**config.mk**
```make
export PLATFORM = sky130hd
export DESIGN_NAME = paired_timer_control
export DESIGN_NICKNAME = d
export VERILOG_FILES = /design/src/paired_timer_pkg.sv /design/src/paired_timer_control.sv /design/src/ext_input_sync.sv /design/src/tick_prescaler.sv
export SDC_FILE = /design/constraint.sdc
export NUM_CORES = 1
export LEC_CHECK = 0
export BUFFER_PORTS_ARGS = -buffer_cell sky130_fd_sc_hd__buf_2
export CORE_MARGIN = 3
export CORE_UTILIZATION = 52
export CTS_CLUSTER_SIZE = 10
export DETAILED_ROUTE_END_ITERATION = 10
export PLACE_DENSITY = 0.77
export SLEW_MARGIN = 20
export SYNTH_ARGS = -nofsm -noshare
export SYNTH_HDL_FRONTEND = slang
export SYNTH_HIERARCHICAL = 1
export SYNTH_SLANG_ARGS = --single-unit
```
**constraint.sdc**
```tcl
create_clock -name pclk -period 3 [get_ports pclk]
set_input_delay 0.15 -clock pclk [delete_from_list [all_inputs] [get_ports pclk]]
set_output_delay 0.15 -clock pclk [all_outputs]
set_load 0.05 [all_outputs]
```
**src/paired_timer_pkg.sv**
```systemverilog
// Constants, field layout and register map of the paired timer block.
// Assumes a 100 MHz APB clock and a 32-bit APB data path.
package paired_timer_pkg;

  // ----------------------------------------------------------------
  // Clocking
  // ----------------------------------------------------------------
  localparam int unsigned PCLK_FREQ_HZ = 100_000_000;
  localparam int unsigned PCLK_PERIOD_NS = 1_000_000_000 / PCLK_FREQ_HZ;
  // The internal count clock runs at half the oscillator rate.
  localparam int unsigned INT_CLK_DIV = 2;

  // ----------------------------------------------------------------
  // Register byte offsets
  // ----------------------------------------------------------------
  localparam logic [7:0] OFS_CTRL_LO = 8'h00;
  localparam logic [7:0] OFS_CTRL_HI = 8'h04;
  localparam logic [7:0] OFS_CNT_LO = 8'h08;
  localparam logic [7:0] OFS_CNT_HI = 8'h0c;
  localparam logic [7:0] OFS_IRQ_STAT = 8'h10;
  localparam logic [7:0] OFS_IRQ_MASK = 8'h14;

  // ----------------------------------------------------------------
  // Control register fields
  // ----------------------------------------------------------------
  localparam int unsigned BIT_RUN = 15;
  localparam int unsigned BIT_IDLE_HALT = 13;
  localparam int unsigned BIT_GATE = 6;
  localparam int unsigned BIT_PS_HI = 5;
  localparam int unsigned BIT_PS_LO = 4;
  localparam int unsigned BIT_JOIN = 3;
  localparam int unsigned BIT_CLK_SRC = 1;
  localparam logic [15:0] CTRL_LO_MASK = 16'ha07a;
  localparam logic [15:0] CTRL_HI_MASK = 16'ha072;
  localparam logic [15:0] CTRL_RESET = 16'h0000;
  localparam logic [15:0] CNT_RESET = 16'h0000;
  localparam logic [15:0] CNT_MAX = 16'hffff;

  // ----------------------------------------------------------------
  // Interrupt status and mask layout
  // ----------------------------------------------------------------
  localparam int unsigned IRQ_LO = 0;
  localparam int unsigned IRQ_HI = 1;
  localparam logic [1:0] IRQ_RESET = 2'h0;

  // ----------------------------------------------------------------
  // Prescaler codes and terminal counts (ratio minus one)
  // ----------------------------------------------------------------
  typedef enum logic [1:0] {
    PS_DIV1 = 2'h0,
    PS_DIV8 = 2'h1,
    PS_DIV64 = 2'h2,
    PS_DIV256 = 2'h3
  } prescale_t;
  localparam logic [7:0] PS_TERM_DIV1 = 8'h00;
  localparam logic [7:0] PS_TERM_DIV8 = 8'h07;
  localparam logic [7:0] PS_TERM_DIV64 = 8'h3f;
  localparam logic [7:0] PS_TERM_DIV256 = 8'hff;

endpackage

```
**src/paired_timer_control.sv**
```systemverilog
// Paired low/high word timer with APB register access and one interrupt.
// Assumes idle_mode comes from logic on pclk and the count pins are async.
//
// What this block does
// - In 16-bit mode the run bit starts a timer's count; clearing it halts.
// - Joined as 32 bits, the low-word control register steers the pair; the high word adds only idle-halt.
// - Pairing select set joins counters into 32 bits; clear keeps two 16-bit.
// - Idle-halt set stops the timer in Idle; clear keeps it running.
// - With external clock selected the gate enable bit is ignored.
// - With internal clock, gate bit set counts only while the gate is high.
// - Prescale codes 11, 10, 01, 00 divide by 256, 64, 8 and 1.
// - Clock source set counts rising edges of the external count pin.
// - Unused control bits read zero and ignore writes.
// - Joined counter interrupts through high-word status; low-word one ignored.
// - High-word idle-halt bit still acts when the pair is joined.
// - Joined, the high word holds the upper and low word the lower 16 bits.
//
// The register addresses and the APB slave port are this design's own decisions.
module paired_timer_control #(
  parameter int unsigned ADDR_W = 8
) (
  // Clock, reset and freeze
  input wire logic pclk,
  input wire logic presetn,
  input wire logic clk_en,
  // APB slave
  input wire logic psel,
  input wire logic penable,
  input wire logic pwrite,
  input wire logic [ADDR_W-1:0] paddr,
  input wire logic [31:0] pwdata,
  output logic [31:0] prdata,
  output logic pready,
  output logic pslverr,
  // System and pins
  input wire logic idle_mode,
  input wire logic ext_count_input_lo,
  input wire logic ext_count_input_hi,
  // Interrupt
  output logic irq
);
  import paired_timer_pkg::*;

  initial begin
    if (ADDR_W < 8) begin
      $error("paired_timer_control: ADDR_W must be at least 8");
    end
  end

  // ----------------------------------------------------------------
  // State
  // ----------------------------------------------------------------
  typedef struct packed {
    logic [15:0] ctrl_lo_r;
    logic [15:0] ctrl_hi_r;
    logic [15:0] cnt_lo_r;
    logic [15:0] cnt_hi_r;
    logic [1:0] irq_stat_r;
    logic [1:0] irq_mask_r;
    logic [31:0] rdata_r;
    logic half_r;
  } tmr_state_t;

  tmr_state_t s_r;
  tmr_state_t s_nxt;

  logic [7:0] addr8;
  logic setup;
  logic access;
  logic wr;
  logic rd;
  logic hit;
  logic join_mode;
  logic run_lo;
  logic run_hi;
  logic src_lo;
  logic src_hi;
  logic tick_lo;
  logic tick_hi;
  logic wrap_lo;
  logic wrap_hi;
  logic [1:0] ev;
  logic lvl_lo;
  logic lvl_hi;
  logic rise_lo;
  logic rise_hi;
  logic clr_lo;
  logic clr_hi;

  // ----------------------------------------------------------------
  // Helpers
  // ----------------------------------------------------------------
  function automatic logic addr_hit(input logic [7:0] a);
    case (a)
      OFS_CTRL_LO, OFS_CTRL_HI, OFS_CNT_LO,
      OFS_CNT_HI, OFS_IRQ_STAT, OFS_IRQ_MASK: addr_hit = 1'b1;
      default: addr_hit = 1'b0;
    endcase
  endfunction

  // Source tick for one timer from its own control fields.
  function automatic logic src_tick(input logic [15:0] c, input logic half,
                                    input logic rise, input logic gate);
    if (c[BIT_CLK_SRC]) begin
      src_tick = rise;
    end else if (c[BIT_GATE]) begin
      src_tick = half & gate;
    end else begin
      src_tick = half;
    end
  endfunction

  // ----------------------------------------------------------------
  // Pin synchronisers and prescalers
  // ----------------------------------------------------------------
  ext_input_sync u_sync_lo (
    .pclk(pclk),
    .presetn(presetn),
    .clk_en(clk_en),
    .pin_in(ext_count_input_lo),
    .level_out(lvl_lo),
    .rise_out(rise_lo)
  );

  ext_input_sync u_sync_hi (
    .pclk(pclk),
    .presetn(presetn),
    .clk_en(clk_en),
    .pin_in(ext_count_input_hi),
    .level_out(lvl_hi),
    .rise_out(rise_hi)
  );

  tick_prescaler #(.WIDTH(8)) u_ps_lo (
    .pclk(pclk),
    .presetn(presetn),
    .clk_en(clk_en),
    .clr(clr_lo),
    .sel(prescale_t'(s_r.ctrl_lo_r[BIT_PS_HI:BIT_PS_LO])),
    .tick_in(src_lo),
    .tick_out(tick_lo)
  );

  tick_prescaler #(.WIDTH(8)) u_ps_hi (
    .pclk(pclk),
    .presetn(presetn),
    .clk_en(clk_en),
    .clr(clr_hi),
    .sel(prescale_t'(s_r.ctrl_hi_r[BIT_PS_HI:BIT_PS_LO])),
    .tick_in(src_hi),
    .tick_out(tick_hi)
  );

  // ----------------------------------------------------------------
  // Count control
  // ----------------------------------------------------------------
  assign addr8 = paddr[7:0];
  assign setup = psel & ~penable;
  assign access = psel & penable;
  assign hit = addr_hit(addr8) && (paddr >> 8) == '0;
  assign wr = access & pwrite & hit;
  assign rd = access & ~pwrite & hit;
  assign join_mode = s_r.ctrl_lo_r[BIT_JOIN];

  // Joined, the high-word register only contributes its idle-halt bit.
  assign run_lo = s_r.ctrl_lo_r[BIT_RUN]
                  & ~(idle_mode & s_r.ctrl_lo_r[BIT_IDLE_HALT])
                  & ~(join_mode & idle_mode & s_r.ctrl_hi_r[BIT_IDLE_HALT]);
  assign run_hi = ~join_mode & s_r.ctrl_hi_r[BIT_RUN]
                  & ~(idle_mode & s_r.ctrl_hi_r[BIT_IDLE_HALT]);

  assign src_lo = run_lo & src_tick(s_r.ctrl_lo_r, s_r.half_r, rise_lo, lvl_lo);
  assign src_hi = run_hi & src_tick(s_r.ctrl_hi_r, s_r.half_r, rise_hi, lvl_hi);

  // A control write restarts the prescaler so a new ratio starts clean.
  assign clr_lo = wr && addr8 == OFS_CTRL_LO;
  assign clr_hi = wr && addr8 == OFS_CTRL_HI;

  assign wrap_lo = tick_lo && s_r.cnt_lo_r == CNT_MAX;
  assign wrap_hi = join_mode ? (wrap_lo && s_r.cnt_hi_r == CNT_MAX)
                             : (tick_hi && s_r.cnt_hi_r == CNT_MAX);
  assign ev[IRQ_LO] = ~join_mode & wrap_lo;
  assign ev[IRQ_HI] = wrap_hi;

  always_comb begin
    s_nxt = s_r;
    s_nxt.half_r = ~s_r.half_r;
    if (tick_lo) begin
      s_nxt.cnt_lo_r = 16'(s_r.cnt_lo_r + 16'h0001);
    end
    // Joined, the high word carries from the low word.
    if (join_mode ? wrap_lo : tick_hi) begin
      s_nxt.cnt_hi_r = 16'(s_r.cnt_hi_r + 16'h0001);
    end
    // A read clears status; an event in the same cycle still lands.
    if (rd && addr8 == OFS_IRQ_STAT) begin
      s_nxt.irq_stat_r = ev;
    end else begin
      s_nxt.irq_stat_r = s_r.irq_stat_r | ev;
    end
    if (wr) begin
      case (addr8)
        OFS_CTRL_LO: s_nxt.ctrl_lo_r = pwdata[15:0] & CTRL_LO_MASK;
        OFS_CTRL_HI: s_nxt.ctrl_hi_r = pwdata[15:0] & CTRL_HI_MASK;
        OFS_CNT_LO: s_nxt.cnt_lo_r = pwdata[15:0];
        OFS_CNT_HI: s_nxt.cnt_hi_r = pwdata[15:0];
        OFS_IRQ_MASK: s_nxt.irq_mask_r = pwdata[1:0];
        default: s_nxt.irq_mask_r = s_r.irq_mask_r;
      endcase
    end
    // Read data is latched in the setup cycle so a zero-wait access is valid.
    if (setup && !pwrite) begin
      case (addr8)
        OFS_CTRL_LO: s_nxt.rdata_r = {16'h0000, s_r.ctrl_lo_r};
        OFS_CTRL_HI: s_nxt.rdata_r = {16'h0000, s_r.ctrl_hi_r};
        OFS_CNT_LO: s_nxt.rdata_r = {16'h0000, s_r.cnt_lo_r};
        OFS_CNT_HI: s_nxt.rdata_r = {16'h0000, s_r.cnt_hi_r};
        OFS_IRQ_STAT: s_nxt.rdata_r = {30'h0, s_r.irq_stat_r};
        OFS_IRQ_MASK: s_nxt.rdata_r = {30'h0, s_r.irq_mask_r};
        default: s_nxt.rdata_r = 32'h00000000;
      endcase
    end
  end

  always_ff @(posedge pclk or negedge presetn) begin
    if (!presetn) begin
      s_r.ctrl_lo_r <= CTRL_RESET;
      s_r.ctrl_hi_r <= CTRL_RESET;
      s_r.cnt_lo_r <= CNT_RESET;
      s_r.cnt_hi_r <= CNT_RESET;
      s_r.irq_stat_r <= IRQ_RESET;
      s_r.irq_mask_r <= IRQ_RESET;
      s_r.rdata_r <= 32'h00000000;
      s_r.half_r <= 1'b0;
    end else if (clk_en) begin
      s_r <= s_nxt;
    end
  end

  // Status read between the setup latch and the access may miss one event
  // in the returned word; the clear in the access cycle then drops it from the sticky bit.
  assign prdata = s_r.rdata_r;
  assign pready = 1'b1;
  assign pslverr = access & ~hit;
  assign irq = |(s_r.irq_stat_r & s_r.irq_mask_r);

  // ----------------------------------------------------------------
  // Assertions
  // ----------------------------------------------------------------
  logic cnt_lo_wr;
  logic cnt_hi_wr;
  assign cnt_lo_wr = wr && addr8 == OFS_CNT_LO;
  assign cnt_hi_wr = wr && addr8 == OFS_CNT_HI;
endmodule // paired_timer_control

```
**src/ext_input_sync.sv**
```systemverilog
// Two-flop synchroniser for an external count pin, with rising-edge detect.
// Assumes the pin is asynchronous to pclk and slower than half its rate.
module ext_input_sync (
  // Clock and reset
  input wire logic pclk,
  input wire logic presetn,
  input wire logic clk_en,
  // Pin and synchronised views
  input wire logic pin_in,
  output logic level_out,
  output logic rise_out
);
  import paired_timer_pkg::*;

  typedef struct packed {
    logic meta_r;
    logic sync_r;
    logic prev_r;
  } sync_state_t;

  sync_state_t s_r;
  sync_state_t s_nxt;

  always_comb begin
    s_nxt = s_r;
    s_nxt.meta_r = pin_in;
    s_nxt.sync_r = s_r.meta_r;
    s_nxt.prev_r = s_r.sync_r;
  end

  always_ff @(posedge pclk or negedge presetn) begin
    if (!presetn) begin
      s_r <= '0;
    end else if (clk_en) begin
      s_r <= s_nxt;
    end
  end

  // The edge is taken between the second and third flop only.
  assign level_out = s_r.sync_r;
  assign rise_out = s_r.sync_r & ~s_r.prev_r & clk_en;
endmodule // ext_input_sync

```
**src/tick_prescaler.sv**
```systemverilog
// Input clock prescaler: passes one tick in 1, 8, 64 or 256.
// Assumes tick_in is a one-cycle enable on pclk.
module tick_prescaler #(
  parameter int unsigned WIDTH = 8
) (
  // Clock and reset
  input wire logic pclk,
  input wire logic presetn,
  input wire logic clk_en,
  // Control
  input wire logic clr,
  input wire paired_timer_pkg::prescale_t sel,
  // Ticks
  input wire logic tick_in,
  output logic tick_out
);
  import paired_timer_pkg::*;

  initial begin
    if (WIDTH != 8) begin
      $error("tick_prescaler: WIDTH must be 8");
    end
  end

  typedef struct packed {
    logic [7:0] cnt_r;
  } ps_state_t;

  ps_state_t s_r;
  ps_state_t s_nxt;
  logic [7:0] term;
  logic at_term;

  function automatic logic [7:0] term_of(input prescale_t code);
    case (code)
      PS_DIV1: term_of = PS_TERM_DIV1;
      PS_DIV8: term_of = PS_TERM_DIV8;
      PS_DIV64: term_of = PS_TERM_DIV64;
      PS_DIV256: term_of = PS_TERM_DIV256;
      default: term_of = PS_TERM_DIV1;
    endcase
  endfunction

  always_comb begin
    term = term_of(sel);
    at_term = (s_r.cnt_r >= term);
    s_nxt = s_r;
    if (clr) begin
      s_nxt.cnt_r = '0;
    end else if (tick_in) begin
      s_nxt.cnt_r = at_term ? 8'h00 : 8'(s_r.cnt_r + 8'h01);
    end
  end

  always_ff @(posedge pclk or negedge presetn) begin
    if (!presetn) begin
      s_r <= '0;
    end else if (clk_en) begin
      s_r <= s_nxt;
    end
  end

  assign tick_out = tick_in & at_term & ~clr & clk_en;
endmodule // tick_prescaler

```
# Word-level counts from Yosys, hierarchy flattened
# Index checks and enable logic that the tools add are counted.
# word_totals
output_inout_bits	35
elab_cells	122
reg_bits	104
inputBits	49
# op_classes
addsub	4
eq_ne	13
muxes	22
magnitude_cmp	2
reduce_logical	21
bitwise_logic	44
# op_table
op	count
$pmux 16 s6	1
$mux 16	4
$pmux 8 s4	2
$mux 8	6
$add 16x1->16 const B	2
$eq 16x16->1 const B	2
$mux 32	1
$and 1x1->1	30
$add 8x1->8 const B	2
$eq 8x4->1 const B	2
$eq 8x5->1 const B	2
$ge 8x8->1	2
$not 1->1	12
$reduce_and 3->1	3
$eq 2x2->1 const B	4
$eq 8x3->1 const B	1
$logic_not 8->1	1
$logic_and 1x1->1	7
$mux 1	7
$reduce_and 2->1	3
$reduce_or 6->1	1
$eq 2x1->1 const B	2
$logic_not 2->1	2
$reduce_bool 2->1	2
other kinds (5)	5

# Longest topological paths before layout
# logic_depth
depth_word	13
depth_mapped	13
mapped_depth_nobuf	12

# Modules after synthesis
# The synthesis kept the hierarchy.
# by_module_without_submodules
mod	area_each_um2	seq_area_each_um2	instances	cells_each
paired_timer_control	4324.1	1651.6	1	485
tick_prescaler	589.3	200.2	2	65
ext_input_sync	118.9	75.1	2	7

# Worst setup path before layout
# Ideal clock, no wire load.
# synth_timing
path_type	register to register
from	register s_r[90] in the netlist's numbering
to	register s_r[42] in the netlist's numbering
t_required_ns	2.880
path_stages_with_launch	14
n_path_buf	1
synth_period_minus_slack_ns	3.043
t_arrival_ns	2.923
setup_ns	0.120
setup_slack_ns	-0.043
cell_sequence	dfrtp_1 > nor2_1 > ha_1 > o2bb2ai_1 > a21oi_2 > o21bai_2 > a21oi_1 > nor3_1 > nand4_1 > or3_1 > buf_4 > o31ai_4 > nand4_1 > and3_1
# synth_between
elab_chain_cells	11
word_cells_on_any_way	14
cone_classes	order compare: 1; eq/ne: 3; mux: 5; bitwise: 3; reduce/logical: 2
# synth_rtl
item	line	source
start, declared	paired_timer_control.sv:64	tmr_state_t s_r;
start signal, assigned	paired_timer_control.sv:236	s_r <= s_nxt;
$eq 2x2->1 (tied with other cells)	tick_prescaler.sv:35	case (code)
$pmux 8 s4 (*)	tick_prescaler.sv:35	
$ge 8x8->1 (*)	tick_prescaler.sv:46	at_term = (s_r.cnt_r >= term);
$and 1x1->1 (*) (3 in series)	tick_prescaler.sv:63	assign tick_out = tick_in & at_term & ~clr & clk_en;
via tick_lo	paired_timer_control.sv:78	logic tick_lo;
$logic_and 1x1->1 (*)	paired_timer_control.sv:179	assign wrap_lo = tick_lo && s_r.cnt_lo_r == CNT_MAX;
$mux 1 (*)	paired_timer_control.sv:192	if (join_mode ? wrap_lo : tick_hi) begin
$mux 16 (*)	paired_timer_control.sv:192	
$mux 16	paired_timer_control.sv:202	case (addr8)
$mux 32 (*)	paired_timer_control.sv:201	if (wr) begin
# Mark *: on every way through the listed nets, which the timed path passes. The rest lies on a longest branch.
# A chain may end at the register's enable or synchronous reset.

# Final worst setup path
# layout_timing
from	register s_r[90] in the netlist's numbering
to	register s_r[68] in the netlist's numbering
# layout_between
elab_chain_cells	9
word_cells_on_any_way	12
cone_classes	order compare: 1; eq/ne: 3; mux: 4; bitwise: 3; reduce/logical: 1
# layout_rtl
item	line	source
$eq 2x2->1 (tied with other cells)	tick_prescaler.sv:35	
$pmux 8 s4 (*)	tick_prescaler.sv:35	
$ge 8x8->1 (*)	tick_prescaler.sv:46	
$and 1x1->1 (*) (3 in series)	tick_prescaler.sv:63	
via tick_lo	paired_timer_control.sv:78	
$mux 16 (*)	paired_timer_control.sv:188	if (tick_lo) begin
$mux 16	paired_timer_control.sv:202	
$mux 32 (*)	paired_timer_control.sv:201	
# Marked as above.

==> results.ini <==
[logic_synthesis]
synth_cell_types=72
async_reset_ff_frac=1.00
synthCells=629
synth.avg_cell_area_um2=9.13
synth-main-ff-cell=dfrtp_1
ys_seq_area_frac=0.384
netlist_area_um2=5740
yosysWarnings=6
synth_edf_count=0
synth-seq-cells=88

[clock_tree]
cts_made_buffers=9
root_buffer=clkbuf_8
cts_tree=built
clk_latency_ns=0.37
cts_sinks=88
htree_levels=3
clk_pin_slew_worst_paths_ns=0.09
ctsLongestPathBuffers=2

[setup_path]
cp_data_arrival_time_ns=3.24
endpoint_kind=register
critical_path_class=register to register
required_ns=3.31
critPathLaunchType=register
crit_fanout=5

[grt]
grt_usage=0.246
first_global_vias=4871
grt_max_degree=83
grt_pass1_wl_mm=24.9
antenna_found_initial=0
overflow=0

[finish]
drive_above_1_share=0.230
fin_cells=818
final_area_um2=6410
final_nets=742
final_common_cell=dfrtp_1
areaGrowthSynthToFinish_pct=11.7
antennaDiodeCount=0
layout_common_cells=dfrtp_1 (88), nand2_1 (52), buf_2 (49)

[place]
place_hpwl_mm=11.0
io_buffer_count=50
place_inst=792
placed_area_um2=6030
place_ws_ns=-0.163
place.gp.congestion=0.878

[timing]
period_needed_ns=2.94
worst_pin_slew_ns=0.864
clock.fmax_mhz=340
slew_viol_final=0
finClkSkew_ns=0.0103
setup_viol=0
fin_crit_sh=0.980
tns_ns=0
slew_headroom=0.422
finalHoldViolCount=0
fin_ws_ns=0.0614

[die]
start_util=0.546
io_pins=84
core_area_um2=10500
die_width_um=111
die_area_um2=12300
dieHeight_um=111
rows=37

[power]
leakagePower_nw=2.93
peakVddDrop_mv=0.184
p_total_w=0.00248
p_per_area_nw_per_um2=387

[drt]
wl_per_cell_um=18.7
vias=5157
viasPerCell=6.30
wl_mm=15.3
drtIter0Drc=552
drc=0
ant_nets=0
dr.pass1.iters=6

[job]
drv_cap=0

[worst_hold_path]
hp-class=input port to register

[run_status]
status=finished, final reports clean

[final timing paths]
| check | slack [ns] | cells after the start | start | to |
|---|---|---|---|---|
| worst max-delay path | 0.06 | 12 | s_r[90]$_DFFE_PN0P_ | s_r[68]$_DFFE_PN0P_ |
| max in group asynchronous | 1.86 | 3 | presetn | s_r[43]$_DFFE_PN0P_ |
| worst max register to register | 0.06 | 12 | s_r[90]$_DFFE_PN0P_ | s_r[68]$_DFFE_PN0P_ |
| worst min register to register | 0.48 | 2 | prdata[8]$_DFFE_PN0P_ | prdata[8]$_DFFE_PN0P_ |
| worst min-delay path | 0.03 | 2 | ext_count_input_lo | u_sync_lo/s_nxt[1]$_DFFE_PN0P_ |
| min in group asynchronous | 0.42 | 2 | presetn | s_r[84]$_DFFE_PN0P_ |
[synthesized netlist by cell type, drive strengths merged (6+ instances only)]
cell type	count	area share
nor2	35	0.023
nand2	52	0.034
mux2	21	0.041
nor3	10	0.014
a311oi	10	0.015
a221oi	7	0.011
a21oi	36	0.033
nand2b	12	0.013
ha	16	0.035
nand3	30	0.027
and4	7	0.011
nand4	16	0.019
o22ai	12	0.013
and3	17	0.019
buf	44	0.053
o21ai	54	0.049
a22o	9	0.014
a21o	6	0.0081
and2	9	0.0098
clkbuf	17	0.011
inv	23	0.015
a22oi	12	0.016
dfrtp	88	0.38
[metal layers]
metal	part of all wire	global-route usage	wire length, µm	up-vias
met4	0.027	0.0852	411	0
met5	0	0	0	-
met2	0.45	0.385	6930	267
met1	0.43	0.346	6650	2464
li1	-	-	-	2394
met3	0.085	0.0426	1300	32
[flip-flops by register name, summed over array words and instances (netlist names)]
signal and cells:
u_sync_hi/s_nxt 1, u_sync_hi/s_r 1, u_sync_lo/s_nxt 1, join_mode 1, u_sync_lo/level_out 1, prdata 16, u_sync_hi/level_out 1, u_ps_hi/s_r 8
u_sync_lo/s_r 1, s_r 49, u_ps_lo/s_r 8
[layout make-up]
class,instances,area [µm²]
Clock buffer,11,131
Clock inverter,5,104
Fill cell,896,4100
Inverter,23,86.3
Multi-Input combinational cell,472,3220
Sequential cell,88,2200
Tap cell,136,170
Timing Repair Buffer,83,503
[power breakdown]
| part | leakage [nW] | internal (W) | switching (W) |
|---|---|---|---|
| clock network | 0.118 | 0.000556 | 0.000439 |
| logic | 1.67 | 0.0000765 | 0.000174 |
| registers | 1.14 | 0.00121 | 0.0000260 |
| total | 2.93 | 0.00185 | 0.000638 |
[critical path: stages (launching register included)]
cell and delay, ns:
dfrtp_1 0.42, nand2_1 0.10, ha_1 0.33, a21oi_1 0.10, o21ai_2 0.23, a21oi_2 0.08, nor3_2 0.18, buf_4 0.16
nand4_1 0.19, or4_4 0.48, nor3_1 0.18, mux2_2 0.36, nand3_1 0.07
[logic make-up (layout without fill, tap and decap cells)]
logic type / after synthesis / count (layout) / share of synthesized area
and+or+nand+nor: 217 / 217 / 0.212
AOI/OAI and AO/OA: 191 / 191 / 0.232
DFF: 88 / 88 / 0.384
buffers and inverters: 84 / 122 / 0.0789
muxes: 24 / 24 / 0.0464
adders and majority gates: 16 / 16 / 0.0349
xor gates and xnor gates: 7 / 7 / 0.0107
other: 2 / 17 / 0.00131
[through the flow]
step                      hold WS (ns)   util
after global placement           0.284  0.574
after detailed placement         0.297  0.574
after floorplan                 -0.146      -
final                           0.0255  0.610
after CTS                       0.0153  0.602
after global routing            0.0249  0.610
[repair_timing]
action | in CTS | in global routing
setup buffers | 3 | 6
pin swaps | 1 | 9
setup endpoints to repair | 15 | 22
endpoints found under the hold margin | 60 | 0
hold buffers | 1 | 0
gates resized for setup | 5 | 7
No activity file was read; power rests on OpenSTA's default activity.
